===== config.mk =====
export PLATFORM = sky130hd
export DESIGN_NAME = scc_control_regs
export DESIGN_NICKNAME = d
export VERILOG_FILES = /design/src/verilog/scc_pkg.sv /design/src/verilog/scc_event_flags.sv /design/src/verilog/scc_control_regs.sv
export SDC_FILE = /design/constraint.sdc
export NUM_CORES = 1
export LEC_CHECK = 0
export BUFFER_PORTS_ARGS = -buffer_cell sky130_fd_sc_hd__buf_2
export CAP_MARGIN = 15
export CORE_MARGIN = 2
export CORE_UTILIZATION = 48
export CTS_CLUSTER_SIZE = 30
export DETAILED_ROUTE_END_ITERATION = 8
export GPL_TIMING_DRIVEN = 0
export MAX_ROUTING_LAYER = met4
export PLACE_DENSITY = 0.88
export REMOVE_ABC_BUFFERS = 1
export SYNTH_ARGS = -nofsm -noshare
export SYNTH_HDL_FRONTEND = slang
export SYNTH_SLANG_ARGS = --single-unit
export TNS_END_PERCENT = 5

===== constraint.sdc =====
create_clock -name clk_sys -period 2.1 [get_ports clk_sys]
set_input_delay 0.42 -clock clk_sys [delete_from_list [all_inputs] [get_ports clk_sys]]
set_output_delay 0.42 -clock clk_sys [all_outputs]
set_load 0.05 [all_outputs]

===== src/verilog/scc_pkg.sv =====
// constants, field layout and config carrier for the serial companding control register
`default_nettype none
package scc_pkg;
  localparam int SCC_DATA_W = 16;
  localparam int SCC_ADDR_W = 3;
  localparam int SCC_NUM_EVENTS = 4;

  // i/o port numbers of the two halves
  localparam logic [2:0] SCC_PORT_LOW = 3'h0;
  localparam logic [2:0] SCC_PORT_HIGH = 3'h1;

  // low half field positions
  localparam int SCC_FLAG_LSB = 0;
  localparam int SCC_MASK_LSB = 4;
  localparam int SCC_PORT1_SEL_BIT = 8;
  localparam int SCC_EXT_FRAME_BIT = 9;
  localparam int SCC_OUT_FLAG_BIT = 10;
  localparam int SCC_COMP_MODE_BIT = 11;
  localparam int SCC_COMP_EN_LSB = 12;
  localparam int SCC_ALAW_BIT = 14;
  localparam int SCC_CLK_DIR_BIT = 15;

  // high half field positions, relative to bit 16
  localparam int SCC_MOD_LSB = 0;
  localparam int SCC_PRESCALE_LSB = 8;
  localparam int SCC_FR_WIDTH_BIT = 12;
  localparam int SCC_IO_CTL_LSB = 13;
  localparam int SCC_RSVD_BIT = 15;

  // event order inside the flag field
  localparam int SCC_EV_EXT = 0;
  localparam int SCC_EV_RX_FS = 1;
  localparam int SCC_EV_TX_FS = 2;
  localparam int SCC_EV_FRAME = 3;

  // reset values; clock pin starts as an input
  localparam logic [15:0] SCC_LOW_RST = 16'h8000;
  localparam logic [15:0] SCC_HIGH_RST = 16'h0000;
  localparam logic [15:0] SCC_READ_NONE = 16'h0000;

  typedef struct packed {
    logic [3:0] int_mask;
    logic port1_upper;
    logic ext_framing;
    logic general_output_flag;
    logic compand_mode;
    logic [1:0] compand_en;
    logic alaw_sel;
    logic sclk_is_input;
    logic [7:0] frame_modulus;
    logic [3:0] sclk_prescale;
    logic frame_pulse_long;
    logic [1:0] io_control;
  } scc_cfg_s;
endpackage
`default_nettype wire


===== src/verilog/scc_event_flags.sv =====
// sticky event flags with write-one clear, set winning over clear
`timescale 1ns/1ns
`default_nettype none
module scc_event_flags #(
  parameter int N = 4
) (
  input wire logic clk_sys, // system clock
  input wire logic sys_rst, // async reset, active high
  input wire logic [N-1:0] ev_in, // event inputs, active high
  input wire logic [N-1:0] clr, // one-cycle clear per flag
  output logic [N-1:0] flags, // sticky flags
  output logic [N-1:0] ev_pulse // rising-edge pulse per event
);
  logic [N-1:0] prev_reg;
  logic [N-1:0] flag_reg;

  for (genvar i = 0; i < N; i++) begin : g_flag
    assign ev_pulse[i] = ev_in[i] & ~prev_reg[i];

    always_ff @(posedge clk_sys or posedge sys_rst) begin
      if (sys_rst) begin
        prev_reg[i] <= 1'b0;
      end else begin
        prev_reg[i] <= ev_in[i];
      end
    end

    // set has priority so an event in the clear cycle survives
    always_ff @(posedge clk_sys or posedge sys_rst) begin
      if (sys_rst) begin
        flag_reg[i] <= 1'b0;
      end else if (ev_pulse[i]) begin
        flag_reg[i] <= 1'b1;
      end else if (clr[i]) begin
        flag_reg[i] <= 1'b0;
      end
    end
  end

  assign flags = flag_reg;
endmodule
`default_nettype wire


===== src/verilog/scc_control_regs.sv =====
// 32-bit serial/companding system control register reached over i/o ports 0 and 1
`timescale 1ns/1ns
`default_nettype none
module scc_control_regs
  import scc_pkg::*;
(
  input wire logic clk_sys, // system clock, 125 MHz
  input wire logic sys_rst, // async reset, active high
  input wire logic [SCC_ADDR_W-1:0] port_addr, // i/o port number
  input wire logic port_wr, // port write strobe, one cycle
  input wire logic port_rd, // port read strobe, one cycle
  input wire logic [SCC_DATA_W-1:0] port_wdata, // port write data
  output logic [SCC_DATA_W-1:0] port_rdata, // read data, registered
  output logic port_rvalid, // read data valid pulse
  output logic port1_external, // port 1 not mapped here
  input wire logic external_interrupt_input, // external interrupt, active high
  input wire logic receive_frame_sync, // receive frame sync, active high
  input wire logic transmit_frame_sync, // transmit frame sync, active high
  input wire logic frame_sync_pulse, // frame pulse, active high
  output scc_cfg_s cfg, // decoded control fields
  output logic general_output_flag, // general output flag pin
  output logic sclk_is_input, // bit clock pin direction
  output logic frame_transfer_start, // frame-triggered transfer pulse
  output logic [SCC_NUM_EVENTS-1:0] int_flags, // live interrupt flags
  output logic master_int // masked flags or-ed, registered
);
  logic [15:4] low_reg;
  logic [14:0] high_reg;
  logic [SCC_DATA_W-1:0] rdata_reg;
  logic rvalid_reg;
  logic master_int_reg;
  logic [SCC_NUM_EVENTS-1:0] ev_in;
  logic [SCC_NUM_EVENTS-1:0] ev_pulse;
  logic [SCC_NUM_EVENTS-1:0] flag_clr;
  logic [SCC_NUM_EVENTS-1:0] flags;
  logic wr_low;
  logic wr_high;
  logic rd_low;
  logic rd_high;

  // port decode; port 1 reaches the upper half only when routed
  assign wr_low = port_wr && (port_addr == SCC_PORT_LOW);
  assign wr_high = port_wr && (port_addr == SCC_PORT_HIGH) && cfg.port1_upper;
  assign rd_low = port_rd && (port_addr == SCC_PORT_LOW);
  assign rd_high = port_rd && (port_addr == SCC_PORT_HIGH) && cfg.port1_upper;
  assign port1_external = ~cfg.port1_upper;

  // event inputs in flag order
  always_comb begin
    ev_in = '0;
    ev_in[SCC_EV_EXT] = external_interrupt_input;
    ev_in[SCC_EV_RX_FS] = receive_frame_sync;
    ev_in[SCC_EV_TX_FS] = transmit_frame_sync;
    ev_in[SCC_EV_FRAME] = frame_sync_pulse;
  end

  // write-one-to-clear on the flag field
  assign flag_clr = wr_low ? port_wdata[SCC_FLAG_LSB +: SCC_NUM_EVENTS] : '0;

  scc_event_flags #(
    .N(SCC_NUM_EVENTS)
  ) u_flags (
    .clk_sys(clk_sys),
    .sys_rst(sys_rst),
    .ev_in(ev_in),
    .clr(flag_clr),
    .flags(flags),
    .ev_pulse(ev_pulse)
  );

  // low half storage, flag bits live in the flag bank
  always_ff @(posedge clk_sys or posedge sys_rst) begin
    if (sys_rst) begin
      low_reg <= SCC_LOW_RST[15:4];
    end else if (wr_low) begin
      low_reg <= port_wdata[15:4];
    end
  end

  // high half storage; reserved bit never stored
  always_ff @(posedge clk_sys or posedge sys_rst) begin
    if (sys_rst) begin
      high_reg <= SCC_HIGH_RST[14:0];
    end else if (wr_high) begin
      high_reg <= port_wdata[14:0];
    end
  end

  // field decode of the low and high halves
  always_comb begin
    cfg.int_mask = low_reg[SCC_MASK_LSB +: 4];
    cfg.port1_upper = low_reg[SCC_PORT1_SEL_BIT];
    cfg.ext_framing = low_reg[SCC_EXT_FRAME_BIT];
    cfg.general_output_flag = low_reg[SCC_OUT_FLAG_BIT];
    cfg.compand_mode = low_reg[SCC_COMP_MODE_BIT];
    cfg.compand_en = low_reg[SCC_COMP_EN_LSB +: 2];
    cfg.alaw_sel = low_reg[SCC_ALAW_BIT];
    cfg.sclk_is_input = low_reg[SCC_CLK_DIR_BIT];
    cfg.frame_modulus = high_reg[SCC_MOD_LSB +: 8];
    cfg.sclk_prescale = high_reg[SCC_PRESCALE_LSB +: 4];
    cfg.frame_pulse_long = high_reg[SCC_FR_WIDTH_BIT];
    cfg.io_control = high_reg[SCC_IO_CTL_LSB +: 2];
  end

  assign general_output_flag = cfg.general_output_flag;
  assign sclk_is_input = cfg.sclk_is_input;
  assign int_flags = flags;

  // transfers start on a frame pulse only with external framing on
  assign frame_transfer_start = ev_pulse[SCC_EV_FRAME] & cfg.ext_framing;

  // one master interrupt from the masked flags
  always_ff @(posedge clk_sys or posedge sys_rst) begin
    if (sys_rst) begin
      master_int_reg <= 1'b0;
    end else begin
      master_int_reg <= |(flags & cfg.int_mask);
    end
  end
  assign master_int = master_int_reg;

  // read path, flags sampled live at the read strobe
  always_ff @(posedge clk_sys or posedge sys_rst) begin
    if (sys_rst) begin
      rdata_reg <= SCC_READ_NONE;
    end else if (rd_low) begin
      rdata_reg <= {low_reg, flags};
    end else if (rd_high) begin
      rdata_reg <= {1'b0, high_reg};
    end else if (port_rd) begin
      rdata_reg <= SCC_READ_NONE;
    end
  end

  always_ff @(posedge clk_sys or posedge sys_rst) begin
    if (sys_rst) begin
      rvalid_reg <= 1'b0;
    end else begin
      rvalid_reg <= port_rd;
    end
  end

  assign port_rdata = rdata_reg;
  assign port_rvalid = rvalid_reg;
endmodule
`default_nettype wire


==> results.cfg, run 1 <==
[floorplan]
die_x_um = 70.45
die_h_um = 70.45
fp.coreArea_um2 = 4294
start_util = 0.4936
die-area_um2 = 4963
pin_count = 80
std_cell_rows = 24

[route]
via_per_inst = 5.487
routedWlPerCell_um = 16.61
first_pass_iters = 4
ant_nets = 0
drtIter0Drc = 58
remaining_drc_errors = 0
num_vias = 1531
wl_mm = 4.633

[worst_setup_path]
cp.arrival_ps = 1980
cp.required_ps = 2290
r2r-end = high_reg[8]$_DFFE_PP0P_
crit_fanout = 17
critPathKind = input port to flip-flop
r2r-start = low_reg[8]$_DFFE_PP0N_
r2r_slack_ps = 610
reg2regPathDepth = 2
cp-start-kind = input port
cp-end-kind = flip-flop

[sta]
setup_viol = 0
slew_headroom = 0.2494
hold_ws_ps = 128.9
maxSlewViolCount = 0
rsz0062_at_grt = false
layout_setup_ws_ps = 309.7
hold_viol = 0
fmax_mhz = 558.6
worstMarginPinSlew_ps = 1121
skew_ps = 5.500
timing.final.crit_share = 0.8525
layout_min_cycle_time_ps = 1790

[synthesis]
ys_warn_count = 0
seq_area_frac_synth = 0.6263
synthCells = 147
synth_cell_type_count = 20
synth_ff_type = dfrtp_1
yosysTopAreaCell = dfrtp_1
synth_common_cells = dfrtp_1, mux2_2, a221o_1, nor2b_1, inv_1
synth_edf_count = 0
netlist_top_cells_area = dfrtp_1, mux2_2, a221o_1, nor2b_1, nor4b_4
avgSynthCellArea_um2 = 14.42
yosysTopAreaCellShare = 0.6139
syn-cell-area_um2 = 2120
synthArstFlopShare = 1.000
synth_seq_cells = 53
yosysMostFrequentCell = dfrtp_1

[place]
place_congestion = 0.8113
dp_hpwl_mm = 3.167
dp_slack_ps = -43.06
io_buffers = 79

[power]
internal_power_mw = 1.915
p_per_area_nw_per_um2 = 1167
swShare = 0.3878
combPwrFrac = 0.327
clockPowerShare = 0.259
p_leak_nw = 1.359
seqPwrFrac = 0.414
netSwitchingPower_mw = 1.213
vdd_ir_drop_max_mv = 0.5649
total_power_mw = 3.128

[clock_tree]
cts_setup_buffers = 0
ctsHoldBuffers = 0
cts_made_buffers = 5
clk_pin_slew_ps = 90
ctsResizeCount = 0
cts.sinks = 53
h-tree-depth = 2
cts_tree = yes
clockBufferDepth = 2
cts_root_buf = clkbuf_8
clock_latency_ps = 300

[grt]
grt_pass1_wl_mm = 7.603
grt.overflow.total = 0
grt_pass1_vias = 1598
grt_max_degree = 33
grt_usage = 0.2005
antenna_found_initial = 0

[layout]
layout-drive-gt1-share = 0.5286
seq_area_um2 = 1328
n_antenna_cell = 0
nets = 253
num-fill-cells = 341
largest_register_ffs = 16
final_util = 0.6244
multi_input_area_um2 = 701.9
syn2layout_area_growth_pct = 26.51

[status]
status = finished, final reports clean

[min_path]
hold_class = input port to async pin

[job]
cap_violations = 0
[layer usage]
layer  track usage  up-vias  routed length, um
li1              -      682                  -
met4       0.06410        0                 50
met3       0.05051        5                315
met2        0.3270       73               2262
met5             -        -                  0
met1        0.2455      771               2005
[worst max-delay path: stages]
cell and delay (ps):
buf_2 150, nor4b_4 980, mux2_2 420
[cell type report]
type | instances | area share
repair buffers | 80 | 0.1549
clock inverters | 3 | 0.02566
inverters | 9 | 0.01260
well taps | 52 | 0.02427
clock buffers | 5 | 0.02566
flip-flops and latches | 53 | 0.4951
multi-input cells | 77 | 0.2618
[worst max-delay path by stage]
stage	end	start	cells after the start	slack, ps
final	low_reg[12]$_DFFE_PP0N_	port_addr[0]	3	310
after global placement	u_flags.flags[0]$_DFFE_PP0P_	sys_rst	2	-190
after CTS	low_reg[12]$_DFFE_PP0N_	port_addr[0]	3	280
after detailed placement	low_reg[4]$_DFFE_PP0N_	port_addr[0]	3	-40
after global routing	low_reg[14]$_DFFE_PP0N_	port_addr[0]	3	210
after floorplan	high_reg[0]$_DFFE_PP0P_	sys_rst	1	400
[per-stage QoR]
| step | setup TNS, ps | cell area, um^2 | std cells |
|---|---|---|---|
| 6_report | 0 | 2681 | 279 |
| 3_3_place_gp | -10340 | 2524 | 270 |
| 5_1_grt | 0 | 2681 | 279 |
| 2_1_floorplan | 0 | 2063 | 139 |
| 4_1_cts | 0 | 2681 | 279 |
| 3_5_place_dp | -383.2 | 2544 | 271 |
[placed cells by master, fill, tap and decap left out]
master     instances
a221o_1           14
a22o_1             4
a22oi_1            2
and3_1             1
and4_1             1
buf_12             1
buf_2             79
bufinv_16          2
clkbuf_8           5
dfrtp_1           52
dfstp_2            1
inv_1              8
inv_2              1
inv_6              1
mux2_2            26
nand2_1            7
nand4_2            1
nor2_2             1
nor2b_1           14
nor4b_4            2
o2111ai_1          1
o21ai_0            3
[logic make-up (layout without fill, tap and decap cells)]
group / after synthesis / after routing / share of synthesized area
AOI/OAI and AO/OA: 24 / 24 / 0.1009
buffers and inverters: 17 / 97 / 0.04250
DFF: 53 / 53 / 0.6263
muxes: 26 / 26 / 0.1381
and+or+nand+nor: 27 / 27 / 0.09210
[power groups by stage]
stage / logic [mW] / registers, mW / clock network [mW]
6_report: 1.02 / 1.30 / 0.810
4_1_cts: 1.03 / 1.29 / 0.830
3_5_place_dp: 1.03 / 1.31 / 0
5_1_grt: 1.06 / 1.32 / 0.861
3_3_place_gp: 1.01 / 1.31 / 0
2_1_floorplan: 0.199 / 1.87 / 0
No activity file was read; power rests on OpenSTA's default activity.
==> run 2: changes to the inputs <==
--- a/config.mk
+++ b/config.mk
@@ -5,15 +5,16 @@
 export SDC_FILE = /design/constraint.sdc
 export NUM_CORES = 1
 export LEC_CHECK = 0
+export ABC_AREA = 1
 export BUFFER_PORTS_ARGS = -buffer_cell sky130_fd_sc_hd__buf_2
 export CAP_MARGIN = 15
 export CORE_MARGIN = 2
-export CORE_UTILIZATION = 48
+export CORE_UTILIZATION = 49
 export CTS_CLUSTER_SIZE = 30
 export DETAILED_ROUTE_END_ITERATION = 8
 export GPL_TIMING_DRIVEN = 0
 export MAX_ROUTING_LAYER = met4
-export PLACE_DENSITY = 0.88
+export PLACE_DENSITY = 0.89
 export REMOVE_ABC_BUFFERS = 1
 export SYNTH_ARGS = -nofsm -noshare
 export SYNTH_HDL_FRONTEND = slang
==> run 2 against run 1 <==
Final cell count rose by 36%. Design area increased by 2.8%. Global-route usage grew 4.0 points. Clock power shrank 23%. Critical endpoint is now low_reg[15]$_DFFE_PP1N_. Sequential power about the same. Worst hold slack improved by 28 ps. Utilization up 0.40 points. Worst setup slack worse by 36 ps. Critical path depth up 2. Count of clock-buffer cells in the layout increased by 2. Clock skew about the same. Highest routed layer unchanged. Flip-flop and latch count did not move.
==> results.cfg, run 2 <==
[status]
status = finished, final reports clean

[sta]
layout_min_cycle_time_ps = 1826
setup_viol = 0
setup_tns_ps = 0
hold_ws_ps = 157.3
hold_viol = 0
fmax_mhz = 547.6
worstMarginPinSlew_ps = 709.8
layout_setup_ws_ps = 274.0
skew_ps = 5.803
timing.final.crit_share = 0.8695
maxSlewViolCount = 0
slew_headroom = 0.5263
rsz0062_at_grt = false

[synthesis]
syn-cell-area_um2 = 2245
synthCells = 254
synth_seq_cells = 53
synth_edf_count = 0
yosysTopAreaCell = dfrtp_1
yosysMostFrequentCell = nand2_1
synth_cell_type_count = 18
yosysTopAreaCellShare = 0.5797
avgSynthCellArea_um2 = 8.837
synth_common_cells = nand2_1, dfrtp_1, nand3_1, inv_1, nand4_1
ys_warn_count = 0
seq_area_frac_synth = 0.5914
synthArstFlopShare = 1.000
synth_ff_type = dfrtp_1
netlist_top_cells_area = dfrtp_1, nand2_1, nand3_1, nand4_1, inv_1

[power]
p_per_area_nw_per_um2 = 1086
total_power_mw = 2.993
vdd_ir_drop_max_mv = 0.6324
p_leak_nw = 1.586

[layout]
n_antenna_cell = 0
nets = 354
finalNonFillerCells = 380
stdcell_area_um2 = 2755
final_cell_mix = nand2_1, buf_2, dfrtp_1, nand3_1, inv_1
largest_register_ffs = 16
final_util = 0.6284
syn2layout_area_growth_pct = 22.74
final_common_cell = nand2_1
num-fill-cells = 382
layout-drive-gt1-share = 0.2927

[clock_tree]
clk_pin_slew_ps = 90
clockBufferDepth = 2
h-tree-depth = 2
cts_made_buffers = 5
cts_setup_buffers = 0
cts_tree = yes
cts_root_buf = clkbuf_8
cts.sinks = 53
ctsHoldBuffers = 0
ctsResizeCount = 0
clock_latency_ps = 300

[min_path]
hold_class = input port to async pin

[grt]
grt_pass1_vias = 1897
grt.overflow.total = 0
grt_pass1_wl_mm = 9.246
grt_max_degree = 28
grt_usage = 0.2407
antenna_found_initial = 0

[route]
first_pass_iters = 4
num_vias = 1978
wl_mm = 5.475
via_per_inst = 5.205
remaining_drc_errors = 0
drtIter0Drc = 185
ant_nets = 0
routedWlPerCell_um = 14.41

[worst_setup_path]
cp-start-kind = input port
crit_fanout = 24
cp_slowest_stage_delay_ps = 520
crit_path_cell_trace = buf_2 -> nor2_1 -> buf_6 -> nand3_2 -> o21ai_0
cp-end-kind = flip-flop
critPathKind = input port to flip-flop
cp.required_ps = 2310
crit_path_start = port_addr[0]
cp.arrival_ps = 2040
critPathSlowestCell = nor2_1
r2r-start = low_reg[8]$_DFFE_PP0N_

[place]
dp_hpwl_mm = 3.754
dp.cells = 372
io_buffers = 79
dp_slack_ps = -59.27
dpl_cell_area_um2 = 2654
place_congestion = 0.8087

[floorplan]
fp.coreArea_um2 = 4384
start_util = 0.5120
die-area_um2 = 5138
pin_count = 80
std_cell_rows = 24
die_h_um = 71.68
die_x_um = 71.68

[job]
cap_violations = 0
run 2: cell families after synthesis:
logic type	after synthesis	share of synthesized area
AOI/OAI and AO/OA	12	0.02676
and+or+nand+nor	150	0.3049
buffers and inverters	39	0.07692
DFF	53	0.5914
run 2: final timing paths:
check,to,slack (ps),cells past startpoint
worst max register to register,high_reg[11]$_DFFE_PP0P_,700,4
worst min-delay path,u_flags.flags[0]$_DFFE_PP0P_,160,2
max in group asynchronous,low_reg[15]$_DFFE_PP1N_,1340,3
worst min register to register,u_flags.flags[0]$_DFFE_PP0P_,480,3
worst max-delay path,low_reg[15]$_DFFE_PP1N_,270,5
min in group clk_sys,u_flags.prev_reg[1]$_DFF_PP0_,230,1
run 2: metal layers:
metal	vias to the layer above	wire (um)	GRT usage
met1	908	2296	0.3299
met3	12	456	0.05485
li1	966	-	-
met5	-	0	-
met2	92	2612	0.3477
met4	0	110	0.09853
run 2: final cells by class:
cell class,instances,area [um^2],share of cell area
Clock buffer,7,96.34,0.03497
Clock inverter,1,5.005,0.001817
Inverter,24,90.09,0.03270
Multi-Input combinational cell,162,744.5,0.2702
Sequential cell,53,1328,0.4818
Tap cell,52,65.06,0.02361
Timing Repair Buffer,81,426.7,0.1549
run 2: worst max-delay path: cells and delay by family:
kind	cells	cell delay (ps)
AOI/OAI and AO/OA	1	360
buffers and inverters	2	350
and+or+nand+nor	2	890
run 2: power by group:
group	leakage (nW)	internal, mW	total (mW)	switching, mW
logic	0.863	0.217	1.06	0.842
clock network	0.0542	0.299	0.623	0.324
registers	0.669	1.18	1.31	0.129
==> run 3: changes to the inputs <==
--- a/config.mk
+++ b/config.mk
@@ -9,12 +9,12 @@
 export BUFFER_PORTS_ARGS = -buffer_cell sky130_fd_sc_hd__buf_2
 export CAP_MARGIN = 15
 export CORE_MARGIN = 2
-export CORE_UTILIZATION = 49
+export CORE_UTILIZATION = 44
 export CTS_CLUSTER_SIZE = 30
 export DETAILED_ROUTE_END_ITERATION = 8
 export GPL_TIMING_DRIVEN = 0
 export MAX_ROUTING_LAYER = met4
-export PLACE_DENSITY = 0.89
+export PLACE_DENSITY = 0.85
 export REMOVE_ABC_BUFFERS = 1
 export SYNTH_ARGS = -nofsm -noshare
 export SYNTH_HDL_FRONTEND = slang
==> constraint.sdc (replaced) <==
create_clock -name clk_sys -period 1.6 [get_ports clk_sys]
set_input_delay 0.32 -clock clk_sys [delete_from_list [all_inputs] [get_ports clk_sys]]
set_output_delay 0.32 -clock clk_sys [all_outputs]
set_load 0.05 [all_outputs]
==> run 3 against run 2 <==
Sequential share of layout area is 1.1 points lower. Non-clock buffer count stayed put. Clock skew is 0.94 ps higher. Largest cell class unchanged. Clock power is 70% higher. Final cell count is 3.9% higher. Highest routed layer unchanged. Die area is 11% higher. Via count is 0.61% lower. Critical path type is now flip-flop to output pin. First-iteration DRC count is 41% lower. Combinational power is 32% higher. Sequential power is 31% higher. Global-route usage is 0.99 points lower. Count of clock-buffer cells in the layout is 2 lower.
==> results.cfg, run 3 (synthesis results as in run 2) <==
[route]
routedWlPerCell_um = 14.64
wl_mm = 5.781
via_per_inst = 4.977
ant_nets = 0
num_vias = 1966
first_pass_iters = 4
remaining_drc_errors = 0
drtIter0Drc = 110

[worst_setup_path]
critPathKind = flip-flop to output pin
cp-end-kind = output pin
cp-start-kind = flip-flop
worst-path-buf-inv = 2
crit_path_cell_trace = inv_1 -> nand2_1 -> nor2_1 -> buf_2
reg2regPathDepth = 4
cp_slowest_stage_delay_ps = 370
critPathSlowestCell = dfrtp_1
crit_family = flip-flops
cp.arrival_ps = 1160
crit_fanout = 2
cp_num_cells = 4
cp.required_ps = 1280

[grt]
grt.overflow.total = 0
grt_usage = 0.2308
grt_pass1_vias = 1849
grt_pass1_wl_mm = 9.315
antenna_found_initial = 0
grt_max_degree = 28

[layout]
largest_register_ffs = 16
layout-drive-gt1-share = 0.3049
syn2layout_area_growth_pct = 25.81
nets = 354
final_cell_mix = nand2_1, buf_2, dfrtp_1, nand3_1, inv_1
num-fill-cells = 467
final_common_cell = nand2_1
finalNonFillerCells = 395
n_antenna_cell = 0

[clock_tree]
clock_latency_ps = 310
clk_pin_slew_ps = 100
cts.sinks = 53
cts_tree = yes
clockBufferDepth = 2
cts_made_buffers = 5
h-tree-depth = 2
ctsHoldBuffers = 0
cts_root_buf = clkbuf_8

[floorplan]
die-area_um2 = 5689
start_util = 0.4660
fp.coreArea_um2 = 4817
die_x_um = 75.43
pin_count = 80
std_cell_rows = 25
die_h_um = 75.43

[place]
dp_hpwl_mm = 3.823
place_congestion = 0.7683
dp.cells = 387
io_buffers = 79

[power]
vdd_ir_drop_max_mv = 0.7768
p_leak_nw = 1.595
total_power_mw = 4.175
p_per_area_nw_per_um2 = 1478

[sta]
hold_viol = 0
slew_headroom = 0.4627
maxSlewViolCount = 0
layout_min_cycle_time_ps = 1485
worstMarginPinSlew_ps = 803.4
setup_viol = 0
fmax_mhz = 673.4
skew_ps = 6.739
rsz0062_at_grt = false
timing.final.crit_share = 0.9281

[min_path]
hold_class = input port to async pin

[job]
cap_violations = 0

[status]
status = finished, final reports clean
==> run 3: path summary, 6_finish.rpt <==
path / end / slack (ps) / startpoint
min in group clk_sys: u_flags.prev_reg[2]$_DFF_PP0_ / 130 / transmit_frame_sync
hold / removal: low_reg[6]$_DFFE_PP0N_ / 70 / sys_rst
max in group asynchronous: low_reg[15]$_DFFE_PP1N_ / 910 / sys_rst
hold reg to reg: port_rdata[15]$_DFFE_PP0P_ / 480 / port_rdata[15]$_DFFE_PP0P_
setup reg to reg: high_reg[7]$_DFFE_PP0P_ / 140 / low_reg[8]$_DFFE_PP0N_
setup / recovery: frame_transfer_start / 120 / u_flags.prev_reg[3]$_DFF_PP0_
==> run 3: cell type report <==
| cell class | count | area, um^2 | area share |
|---|---|---|---|
| tap | 67 | 83.83 | 0.02969 |
| inverter | 24 | 93.84 | 0.03323 |
| multi-input combinational | 162 | 757.0 | 0.2681 |
| sequential | 53 | 1329 | 0.4705 |
| clock inverter | 3 | 65.06 | 0.02304 |
| timing repair buffer | 81 | 426.7 | 0.1511 |
| clock buffer | 5 | 68.82 | 0.02437 |
==> run 3: routing by layer <==
metal / routed length, um / up-vias / share of wire / track usage
li1: - / 965 / - / -
met1: 2434 / 908 / 0.42 / 0.3010
met2: 2720 / 78 / 0.47 / 0.3469
met3: 481 / 15 / 0.083 / 0.05291
met4: 144 / 0 / 0.025 / 0.09942
met5: 0 / - / 0 / -
==> run 3: what timing repair did <==
| action | 4_1_cts | 5_1_grt |
|---|---|---|
| gates resized for setup | 2 | 3 |
| buffers inserted | 0 | 0 |
| setup endpoints to repair | 12 | 27 |
| pin swaps | 0 | 0 |
| endpoints found under the hold margin | 0 | 0 |
==> run 3: through the flow <==
step           TNS, ps  utilization  setup slack, ps  hold WS (ps)  area, um^2
6_report             0       0.5862            115.0         67.75        2824
5_1_grt              0       0.5862            18.51         112.3        2824
4_1_cts              0       0.5839            35.28         77.13        2813
3_5_place_dp     -9509       0.5548           -480.3         418.5        2673
3_3_place_gp    -55290       0.5483            -1140         443.6        2641
2_1_floorplan    -2529            -           -188.6         351.4        2162
==> run 3: report_power, final <==
group,switching [mW],internal [mW]
clock,0.436,0.621
sequential,0.165,1.55
combinational,1.11,0.287
